**src/rtl/dasc_regs.svh**
```systemverilog
// field positions, codes, reset values and timing counts of the diagnostic converter sequencer
`ifndef DASC_REGS_SVH
`define DASC_REGS_SVH

// monitor_converter_setup word layout
`define DASC_SETUP_WIDTH      16
`define DASC_CMD_MSB          10
`define DASC_CMD_LSB          8
`define DASC_ARG_MSB          7
`define DASC_ARG_LSB          5
`define DASC_SEL_MSB          4
`define DASC_SEL_LSB          0
`define DASC_ARG_ENABLE_BIT   0

// command codes
`define DASC_CMD_DEPTH        3'h0
`define DASC_CMD_LOAD         3'h1
`define DASC_CMD_KEY_SEQ      3'h2
`define DASC_CMD_AUTO_SEQ     3'h3
`define DASC_CMD_SINGLE       3'h4
`define DASC_CMD_ARM_KEY      3'h5

// key register value that triggers a conversion
`define DASC_KEY_CONV         16'h1ADC

// reset values
`define DASC_SLOT_RESET       5'h00
`define DASC_DEPTH_RESET      3'h0
`define DASC_RESULT_RESET     12'h000

// sizes
`define DASC_MAX_DEPTH        8
`define DASC_RESULT_WIDTH     12
`define DASC_SEL_WIDTH        5
`define DASC_READBACK_WIDTH   18

// timing: converter latency in ns at the system clock period
`define DASC_CLK_PERIOD_NS    10
`define DASC_CONV_TIME_NS     1000
`define DASC_CNT_WIDTH        16

`endif

```
**src/rtl/dasc_pkg.sv**
```systemverilog
// types shared by the diagnostic converter sequencer modules
`include "dasc_regs.svh"

package dasc_pkg;

    typedef enum logic [2:0] {
        DASC_CMD_DEPTH_E    = `DASC_CMD_DEPTH,
        DASC_CMD_LOAD_E     = `DASC_CMD_LOAD,
        DASC_CMD_KEY_SEQ_E  = `DASC_CMD_KEY_SEQ,
        DASC_CMD_AUTO_SEQ_E = `DASC_CMD_AUTO_SEQ,
        DASC_CMD_SINGLE_E   = `DASC_CMD_SINGLE,
        DASC_CMD_ARM_KEY_E  = `DASC_CMD_ARM_KEY
    } dasc_cmd_e;

    // gray path idle -> busy -> idle
    typedef enum logic [0:0] {
        DASC_CV_IDLE = 1'b0,
        DASC_CV_BUSY = 1'b1
    } dasc_cv_state_e;

    typedef struct packed {
        dasc_cv_state_e                  state;
        logic [`DASC_CNT_WIDTH-1:0]      cnt;
        logic                            busy;
        logic                            done;
        logic [`DASC_SEL_WIDTH-1:0]      sel;
        logic [`DASC_RESULT_WIDTH-1:0]   result;
    } dasc_conv_s;

    typedef struct packed {
        logic [2:0]                                          depth;
        logic [`DASC_MAX_DEPTH-1:0][`DASC_SEL_WIDTH-1:0]     slots;
        logic [2:0]                                          ptr;
        logic                                                key_en;
        logic                                                auto_en;
        logic                                                armed;
        logic [`DASC_SEL_WIDTH-1:0]                          armed_sel;
        logic                                                conv_seq;
        logic [`DASC_RESULT_WIDTH-1:0]                       res;
        logic [`DASC_SEL_WIDTH-1:0]                          res_sel;
        logic [`DASC_READBACK_WIDTH-1:0]                     readback;
    } dasc_ctrl_s;

endpackage : dasc_pkg

```
**src/rtl/dasc_conv.sv**
```systemverilog
// converter latency model: holds busy for a fixed count, captures the code as busy falls
`timescale 1ns/1ps
`default_nettype none
`include "dasc_regs.svh"

module dasc_conv #(
    parameter int unsigned CONV_CYCLES = `DASC_CONV_TIME_NS / `DASC_CLK_PERIOD_NS
) (
    // clock and reset
    input  wire logic                           i_sys_clk,
    input  wire logic                           i_rstn,
    input  wire logic                           i_clk_en,
    // start request
    input  wire logic                           i_start,
    input  wire logic [`DASC_SEL_WIDTH-1:0]     i_sel,
    // analog front end code
    input  wire logic [`DASC_RESULT_WIDTH-1:0]  i_sample,
    // conversion state
    output logic                                o_busy,
    output logic                                o_done,
    output logic [`DASC_SEL_WIDTH-1:0]          o_sel,
    output logic [`DASC_RESULT_WIDTH-1:0]       o_result
);

    // a zero count would give no busy window; clamp to one cycle
    localparam logic [`DASC_CNT_WIDTH-1:0] LOAD_CNT =
        (CONV_CYCLES > 1) ? `DASC_CNT_WIDTH'(CONV_CYCLES - 1) : '0;

    dasc_pkg::dasc_conv_s q_r;
    dasc_pkg::dasc_conv_s q_nxt;

    always_comb begin
        q_nxt      = q_r;
        q_nxt.done = 1'b0;
        case (q_r.state)
            dasc_pkg::DASC_CV_IDLE: begin
                if (i_start) begin
                    q_nxt.state = dasc_pkg::DASC_CV_BUSY;
                    q_nxt.busy  = 1'b1;
                    q_nxt.cnt   = LOAD_CNT;
                    q_nxt.sel   = i_sel;
                end
            end
            dasc_pkg::DASC_CV_BUSY: begin
                if (q_r.cnt == '0) begin
                    q_nxt.state  = dasc_pkg::DASC_CV_IDLE;
                    q_nxt.busy   = 1'b0;
                    q_nxt.done   = 1'b1;
                    q_nxt.result = i_sample;
                end else begin
                    q_nxt.cnt = q_r.cnt - 1'b1;
                end
            end
            default: begin
                q_nxt.state = dasc_pkg::DASC_CV_IDLE;
                q_nxt.busy  = 1'b0;
            end
        endcase
    end

    always_ff @(posedge i_sys_clk or negedge i_rstn) begin
        if (!i_rstn) begin
            q_r <= '{state: dasc_pkg::DASC_CV_IDLE, cnt: '0, busy: 1'b0, done: 1'b0,
                     sel: `DASC_SLOT_RESET, result: `DASC_RESULT_RESET};
        end else if (i_clk_en) begin
            q_r <= q_nxt;
        end
    end

    assign o_busy   = q_r.busy;
    assign o_done   = q_r.done;
    assign o_sel    = q_r.sel;
    assign o_result = q_r.result;

endmodule // dasc_conv

`default_nettype wire

```
**src/rtl/dasc_seq_ctrl.sv**
```systemverilog
// diagnostic converter sequencer control: setup decode, sequencing, key triggers, status
`timescale 1ns/1ps
`default_nettype none
`include "dasc_regs.svh"

module dasc_seq_ctrl #(
    parameter int unsigned CONV_CYCLES = `DASC_CONV_TIME_NS / `DASC_CLK_PERIOD_NS
) (
    // clock, reset and clock enable
    input  wire logic                              i_sys_clk,
    input  wire logic                              i_rstn,
    input  wire logic                              i_clk_en,
    // monitor_converter_setup write from the serial frame decoder
    input  wire logic                              i_cfg_wr,
    input  wire logic [`DASC_SETUP_WIDTH-1:0]      i_cfg_data,
    // key register write from the serial frame decoder
    input  wire logic                              i_key_wr,
    input  wire logic [`DASC_SETUP_WIDTH-1:0]      i_key_data,
    // serial frame events
    input  wire logic                              i_frame_start,
    input  wire logic                              i_frame_valid,
    // code from the analog converter front end
    input  wire logic [`DASC_RESULT_WIDTH-1:0]     i_conv_code,
    // converter state
    output logic                                   o_conv_busy,
    output logic [`DASC_SEL_WIDTH-1:0]             o_conv_input_selector,
    // status: latest completed result and its input code
    output logic [`DASC_RESULT_WIDTH-1:0]          o_result,
    output logic [`DASC_SEL_WIDTH-1:0]             o_result_selector,
    // status word captured at each frame start: busy, code, result
    output logic [`DASC_READBACK_WIDTH-1:0]        o_readback,
    // sequencer state
    output logic [2:0]                             o_depth,
    output logic [2:0]                             o_seq_ptr,
    output logic                                   o_key_seq_en,
    output logic                                   o_auto_seq_en,
    output logic                                   o_single_armed
);

    dasc_pkg::dasc_ctrl_s q_r;
    dasc_pkg::dasc_ctrl_s q_nxt;

    // setup word fields
    dasc_pkg::dasc_cmd_e                cfg_cmd;
    logic [2:0]                         cfg_arg;
    logic [`DASC_SEL_WIDTH-1:0]         cfg_sel;
    logic                               cfg_enable;

    // converter handshake
    logic                               start;
    logic [`DASC_SEL_WIDTH-1:0]         start_sel;
    logic                               start_seq;
    logic                               conv_busy;
    logic                               conv_done;
    logic [`DASC_SEL_WIDTH-1:0]         conv_sel;
    logic [`DASC_RESULT_WIDTH-1:0]      conv_result;

    // trigger qualifiers
    logic                               key_hit;
    logic                               cfg_single;

    assign cfg_cmd    = dasc_pkg::dasc_cmd_e'(i_cfg_data[`DASC_CMD_MSB:`DASC_CMD_LSB]);
    assign cfg_arg    = i_cfg_data[`DASC_ARG_MSB:`DASC_ARG_LSB];
    assign cfg_sel    = i_cfg_data[`DASC_SEL_MSB:`DASC_SEL_LSB];
    assign cfg_enable = cfg_arg[`DASC_ARG_ENABLE_BIT];

    assign key_hit    = i_key_wr && (i_key_data == `DASC_KEY_CONV);
    assign cfg_single = i_cfg_wr && (cfg_cmd == dasc_pkg::DASC_CMD_SINGLE_E);

    always_comb begin
        q_nxt     = q_r;
        start     = 1'b0;
        start_sel = `DASC_SLOT_RESET;
        start_seq = 1'b0;

        // completion first, so a restart decoded below in the same cycle wins
        if (conv_done) begin
            q_nxt.res     = conv_result;
            q_nxt.res_sel = conv_sel;
            if (q_r.conv_seq && (q_r.key_en || q_r.auto_en)) begin
                // pointer moves only once the converted channel is finished
                if (q_r.ptr == q_r.depth) begin
                    q_nxt.ptr = 3'h0;
                end else begin
                    q_nxt.ptr = q_r.ptr + 3'h1;
                end
            end
        end

        // setup word decode
        if (i_cfg_wr) begin
            case (cfg_cmd)
                dasc_pkg::DASC_CMD_DEPTH_E: begin
                    q_nxt.depth = cfg_arg;
                end
                dasc_pkg::DASC_CMD_LOAD_E: begin
                    q_nxt.slots[cfg_arg] = cfg_sel;
                end
                dasc_pkg::DASC_CMD_KEY_SEQ_E: begin
                    if (cfg_enable) begin
                        if (!q_r.key_en) begin
                            q_nxt.ptr = 3'h0;
                        end
                        q_nxt.key_en  = 1'b1;
                        q_nxt.auto_en = 1'b0;
                    end else begin
                        q_nxt.key_en = 1'b0;
                    end
                end
                dasc_pkg::DASC_CMD_AUTO_SEQ_E: begin
                    if (cfg_enable) begin
                        if (!q_r.auto_en) begin
                            q_nxt.ptr = 3'h0;
                        end
                        q_nxt.auto_en = 1'b1;
                        q_nxt.key_en  = 1'b0;
                    end else begin
                        q_nxt.auto_en = 1'b0;
                    end
                end
                dasc_pkg::DASC_CMD_SINGLE_E: begin
                    // depth and slots stay; only the running automatic mode stops
                    q_nxt.auto_en = 1'b0;
                    if (!conv_busy) begin
                        start     = 1'b1;
                        start_sel = cfg_sel;
                    end
                end
                dasc_pkg::DASC_CMD_ARM_KEY_E: begin
                    q_nxt.armed     = 1'b1;
                    q_nxt.armed_sel = cfg_sel;
                end
                default: begin
                    q_nxt.depth = q_r.depth;
                end
            endcase
        end

        // key register trigger: sequence step in key mode, else the armed single
        if (key_hit && !conv_busy && !start) begin
            if (q_r.key_en) begin
                start     = 1'b1;
                start_sel = q_r.slots[q_r.ptr];
                start_seq = 1'b1;
            end else if (q_r.armed) begin
                start       = 1'b1;
                start_sel   = q_r.armed_sel;
                // a fresh arm in the same cycle wins over the clear
                q_nxt.armed = i_cfg_wr && (cfg_cmd == dasc_pkg::DASC_CMD_ARM_KEY_E);
            end
        end

        // frame trigger: the enabling frame itself sees the old mode and does not convert
        if (i_frame_valid && q_r.auto_en && q_nxt.auto_en && !cfg_single
            && !conv_busy && !start) begin
            start     = 1'b1;
            start_sel = q_r.slots[q_r.ptr];
            start_seq = 1'b1;
        end

        if (start) begin
            q_nxt.conv_seq = start_seq;
        end

        // status word for the frame now starting: busy, code, last completed result
        if (i_frame_start) begin
            q_nxt.readback = {conv_busy, q_r.res_sel, q_r.res};
        end
    end

    always_ff @(posedge i_sys_clk or negedge i_rstn) begin
        if (!i_rstn) begin
            q_r.depth     <= `DASC_DEPTH_RESET;
            q_r.slots     <= {`DASC_MAX_DEPTH{`DASC_SLOT_RESET}};
            q_r.ptr       <= 3'h0;
            q_r.key_en    <= 1'b0;
            q_r.auto_en   <= 1'b0;
            q_r.armed     <= 1'b0;
            q_r.armed_sel <= `DASC_SLOT_RESET;
            q_r.conv_seq  <= 1'b0;
            q_r.res       <= `DASC_RESULT_RESET;
            q_r.res_sel   <= `DASC_SLOT_RESET;
            q_r.readback  <= '0;
        end else if (i_clk_en) begin
            q_r <= q_nxt;
        end
    end

    // latency model of the analog converter
    dasc_conv #(
        .CONV_CYCLES (CONV_CYCLES)
    ) u_conv (
        .i_sys_clk (i_sys_clk),
        .i_rstn    (i_rstn),
        .i_clk_en  (i_clk_en),
        .i_start   (start),
        .i_sel     (start_sel),
        .i_sample  (i_conv_code),
        .o_busy    (conv_busy),
        .o_done    (conv_done),
        .o_sel     (conv_sel),
        .o_result  (conv_result)
    );

    // all outputs are flops, here or in the converter model
    assign o_conv_busy           = conv_busy;
    assign o_conv_input_selector = conv_sel;
    assign o_result              = q_r.res;
    assign o_result_selector     = q_r.res_sel;
    assign o_readback            = q_r.readback;
    assign o_depth               = q_r.depth;
    assign o_seq_ptr             = q_r.ptr;
    assign o_key_seq_en          = q_r.key_en;
    assign o_auto_seq_en         = q_r.auto_en;
    assign o_single_armed        = q_r.armed;

endmodule // dasc_seq_ctrl

`default_nettype wire

```
**config.mk**
```make
export PLATFORM = sky130hd
export DESIGN_NAME = dasc_seq_ctrl
export DESIGN_NICKNAME = d
export VERILOG_FILES = /design/src/rtl/dasc_pkg.sv /design/src/rtl/dasc_conv.sv /design/src/rtl/dasc_seq_ctrl.sv
export VERILOG_INCLUDE_DIRS = /design/src /design/src/rtl
export SDC_FILE = /design/constraint.sdc
export NUM_CORES = 1
export LEC_CHECK = 0
export ABC_AREA = 1
export BUFFER_PORTS_ARGS = -buffer_cell sky130_fd_sc_hd__buf_2
export CAP_MARGIN = 25
export CELL_PAD_IN_SITES_DETAIL_PLACEMENT = 1
export CELL_PAD_IN_SITES_GLOBAL_PLACEMENT = 2
export CORE_ASPECT_RATIO = 0.7
export CORE_MARGIN = 4
export CORE_UTILIZATION = 36
export CTS_CLUSTER_SIZE = 16
export DETAILED_ROUTE_END_ITERATION = 7
export PLACE_DENSITY_LB_ADDON = 0.1
export SLEW_MARGIN = 10
export SYNTH_ARGS = -nofsm -noshare
export SYNTH_HDL_FRONTEND = slang
export SYNTH_SLANG_ARGS = --single-unit
```
**constraint.sdc**
```tcl
create_clock -name i_sys_clk -period 2.6 [get_ports i_sys_clk]
set_input_delay 0.52 -clock i_sys_clk [delete_from_list [all_inputs] [get_ports i_sys_clk]]
set_output_delay 0.52 -clock i_sys_clk [all_outputs]
set_load 0.005 [all_outputs]
```
==> reports/summary.md <==
• horizontal die dimension: 171.4 um
• unrepaired setup endpoints after global routing: no
• number of buffers between clock root and the deepest sink: 2
• number of synthesized flops with an enable pin: 0
• post-synthesis sequential area ratio: 0.4688
• most frequently used flop master after synthesis: dfrtp_1
• number of design rule violations left after detail routing: 0
• IR Drop Worst-Case VDD: 0.0003742 V
• number of nets in the finished design: 984
• kind of critical path: reg -> reg
• required time at the endpoint of the critical path: 2.91 ns
• buffers added on ports: 95
• Resized cells post-CTS: 0
• Ys Warns: 0
• largest delay contributor family on the critical path: simple AND/OR/NAND/NOR gates
• Worst setup EP type: flip-flop
• count of endpoints failing hold in the final timing report: 0
• count of antenna-violating nets left after detailed routing: 0
• fill count: 2248
• vias per cell: 4.846
• Final Wtd Congestion: 0.8999
• synthesis-to-finish area growth: 15.31%
• commonest cells in the synthesized netlist: 260 x nand2_1, 126 x dfrtp_1, 96 x inv_1
• pin count of the biggest net entering global routing: 48
• Hold Crit Class: in -> async
• mapped cell area: 6725 um^2
• number of iterations in the first detailed-routing pass: 5
• number of antenna diodes: 0
• met1 routing resource usage after global routing: 0.2838
• DRT iter0 DRCs: 334
• peak per-stage delay on the critical path: 0.40 ns
• Synth Register Bits: 126
• met3 Use GR: 0.04314
• most frequent cell after synthesis: nand2_1
• largest area contributor in the synthesized netlist: dfrtp_1
• startpoint kind of the worst setup timing path: flip-flop
• clk_lat worst skew: 0.42 ns
• WL/cell: 16.54 um
• Die Y-Extent: 122.4 um
• crit path DAT: 2.28 ns
• Pwr per Cell Area: 978.7 nW/um^2
• count of vias placed by the detailed router: 5714
• initial core utilization: 0.3703
• CP Cell Sequence: inv_1, nand3_4, nand2_2, inv_2, nand2_2, nand2_2, nand2_4, nand2_8, nand2_8, nand2_4, nand2_1, nand2_1
• detailed-route wire length: 19510 um
• post-route fraction of the period consumed by the critical path: 0.7585
• min Tclk post-route: 1.972 ns
• number of ports placed on the die boundary: 101
• number of buffers created by CTS: 17
• global-route usage over all layers: 0.1961
• crit path max fanout: 16
• clock tree from TritonCTS: built
• highest attainable clock frequency: 0.5071 GHz
• die area: 20970 um^2
• most frequent cell on the critical path: nand2_2
• vias in the first global route: 6117
• detailed placement HPWL: 14560 um
• proportion of layout cells with a drive suffix above 1: 0.1951
• cell count after synthesis: 868
• average size of a mapped cell: 7.748 um^2
• Placeable Area: 18160 um^2
• normalized max-slew margin: 0.6035
• worst clock skew on the final layout: 0.009381 ns
• syn nets: 922
• count of buffering cells on the critical path with inverters included: 2
• Root Buffer: clkbuf_16
• global-route wire length before repair: 31970 um
• Sink Count: 126
• aggregate global routing overflow: 0
• number of library cell types mapped by synthesis: 40
• placement row count: 41
• post-route setup TNS: 0 ns
• proportion of netlist area held by the largest area contributor: 0.4688
• count of max-cap constraint violations: 0
• final max-slew violation count: 0
• Post-CTS Hold Buffers: 0
• dominant cells by area after synthesis: dfrtp_1 47%, nand2_1 15%, inv_1 5.4%, buf_4 5.2%, nand3_1 4.9%
• initial antenna violation count: 1
• CTS clock-pin slew for the worst setup and hold paths: 0.06 ns
• Leak Pwr: 4.107 nW
• layer carrying the most global-route usage: met2
• result of the run: completed
• Slew @ Worst Pin: 0.5948 ns
• deepest level of the CTS H-tree: 4
• post-placement setup slack: 0.4327 ns
• least setup slack across all paths after layout: 0.6280 ns
• GR Util met2: 0.2960
• critical-path cell with the highest stage delay: dfrtp_1
• share of synthesized registers carrying an async set or reset: 1.000
• Setup violations, final: 0
• number of buffers inserted to repair setup after CTS: 0
==> state kept, by name, summed over array words and instances, names as in the netlist <==
register and count:
q_r 46, o_readback 18, u_conv.q_r 17, o_result 12
u_conv.o_result 12, o_result_selector 5, u_conv.o_sel 5, o_depth 3
o_seq_ptr 3, o_auto_seq_en 1, o_key_seq_en 1, o_single_armed 1
u_conv.o_busy 1, u_conv.o_done 1
==> worst paths after layout <==
check | start | endpoint | slack (ns) | cells past startpoint
setup / recovery | u_conv.o_busy | u_conv.q_r[32] | 0.63 | 12
hold / removal | i_rstn | q_r[56] | 0.09 | 1
setup reg to reg | u_conv.o_busy | u_conv.q_r[32] | 0.63 | 12
hold reg to reg | u_conv.o_result[5] | u_conv.o_result[5] | 0.47 | 2
max in group asynchronous | i_rstn | o_readback[1] | 1.83 | 2
min in group i_sys_clk | i_conv_code[8] | u_conv.o_result[8] | 0.30 | 3
==> worst register-to-register path: cells and delay by family, from the launching register on <==
| family | cells | cell delay [ns] |
|---|---|---|
| buf+inv | 2 | 0.29 |
| simple gates | 10 | 1.17 |
| flops | 1 | 0.40 |
==> logic make-up (layout without fill, tap and decap cells) <==
logic type	count (synthesis)	after routing	share of synthesized area
adder cells (fa/ha/maj)	3	3	0.005582
AND/OR/NAND/NOR	448	448	0.2982
XOR/XNOR	17	17	0.02214
AO/OA/AOI/OAI	104	104	0.07963
buffers and inverters	170	245	0.1256
flip-flops	126	126	0.4688
==> area by class of cell <==
type / count / area, um^2 / area share
Clock buffer: 18 / 439.2 / 0.05663
Clock inverter: 14 / 135.1 / 0.01743
Inverter: 103 / 389.1 / 0.05018
Multi-Input combinational cell: 572 / 2728 / 0.3517
Sequential cell: 126 / 3153 / 0.4066
Tap cell: 236 / 295.3 / 0.03808
Timing Repair Buffer: 110 / 615.6 / 0.07938
==> power breakdown <==
group          internal (W)  switching [W]  total (W)
combinational      0.000907        0.00144    0.00235
clock               0.00136       0.000971    0.00233
sequential          0.00249       0.000421    0.00291
==> layer usage <==
metal  routed length, um  vias to the layer above
met5                  13                        -
met4                 282                        2
met3                1035                       24
met2                8403                      116
met1                9771                     2777
li1                    -                     2795
==> cells in the final DEF (no fill, tap or decap), types with 2 or more instances in the layout <==
cell type / n
inv_1: 96
dfrtp_1: 126
o21ai_0: 65
clkinv_4: 7
ha_1: 3
nand2_2: 15
buf_12: 2
a21oi_1: 27
inv_6: 3
clkinv_2: 2
nand3b_1: 5
nand2_4: 4
o21ai_1: 6
buf_2: 94
clkbuf_16: 17
nand3_1: 66
nand2_1: 260
nor2_4: 3
nand2_8: 2
xor2_1: 10
nand4_1: 3
a211oi_1: 3
inv_2: 5
nor2_1: 68
buf_4: 14
xnor2_1: 7
nand3_4: 2
nor3_1: 7
or2_2: 6
==> stage by stage <==
stage	power (W)	std cells	instance area, um^2	hold WS (ns)	util
final	0.007590	1179	7755	0.09240	0.4270
after global routing	0.008163	1179	7755	0.1378	0.4270
after CTS	0.007690	1179	7755	0.1064	0.4270
after detailed placement	0.005307	1147	7181	0.4597	0.3954
after global placement	0.005184	1147	7181	0.4552	0.3954
after floorplan	0.004757	868	6725	0.2244	-
No activity file was read; power rests on OpenSTA's default activity.
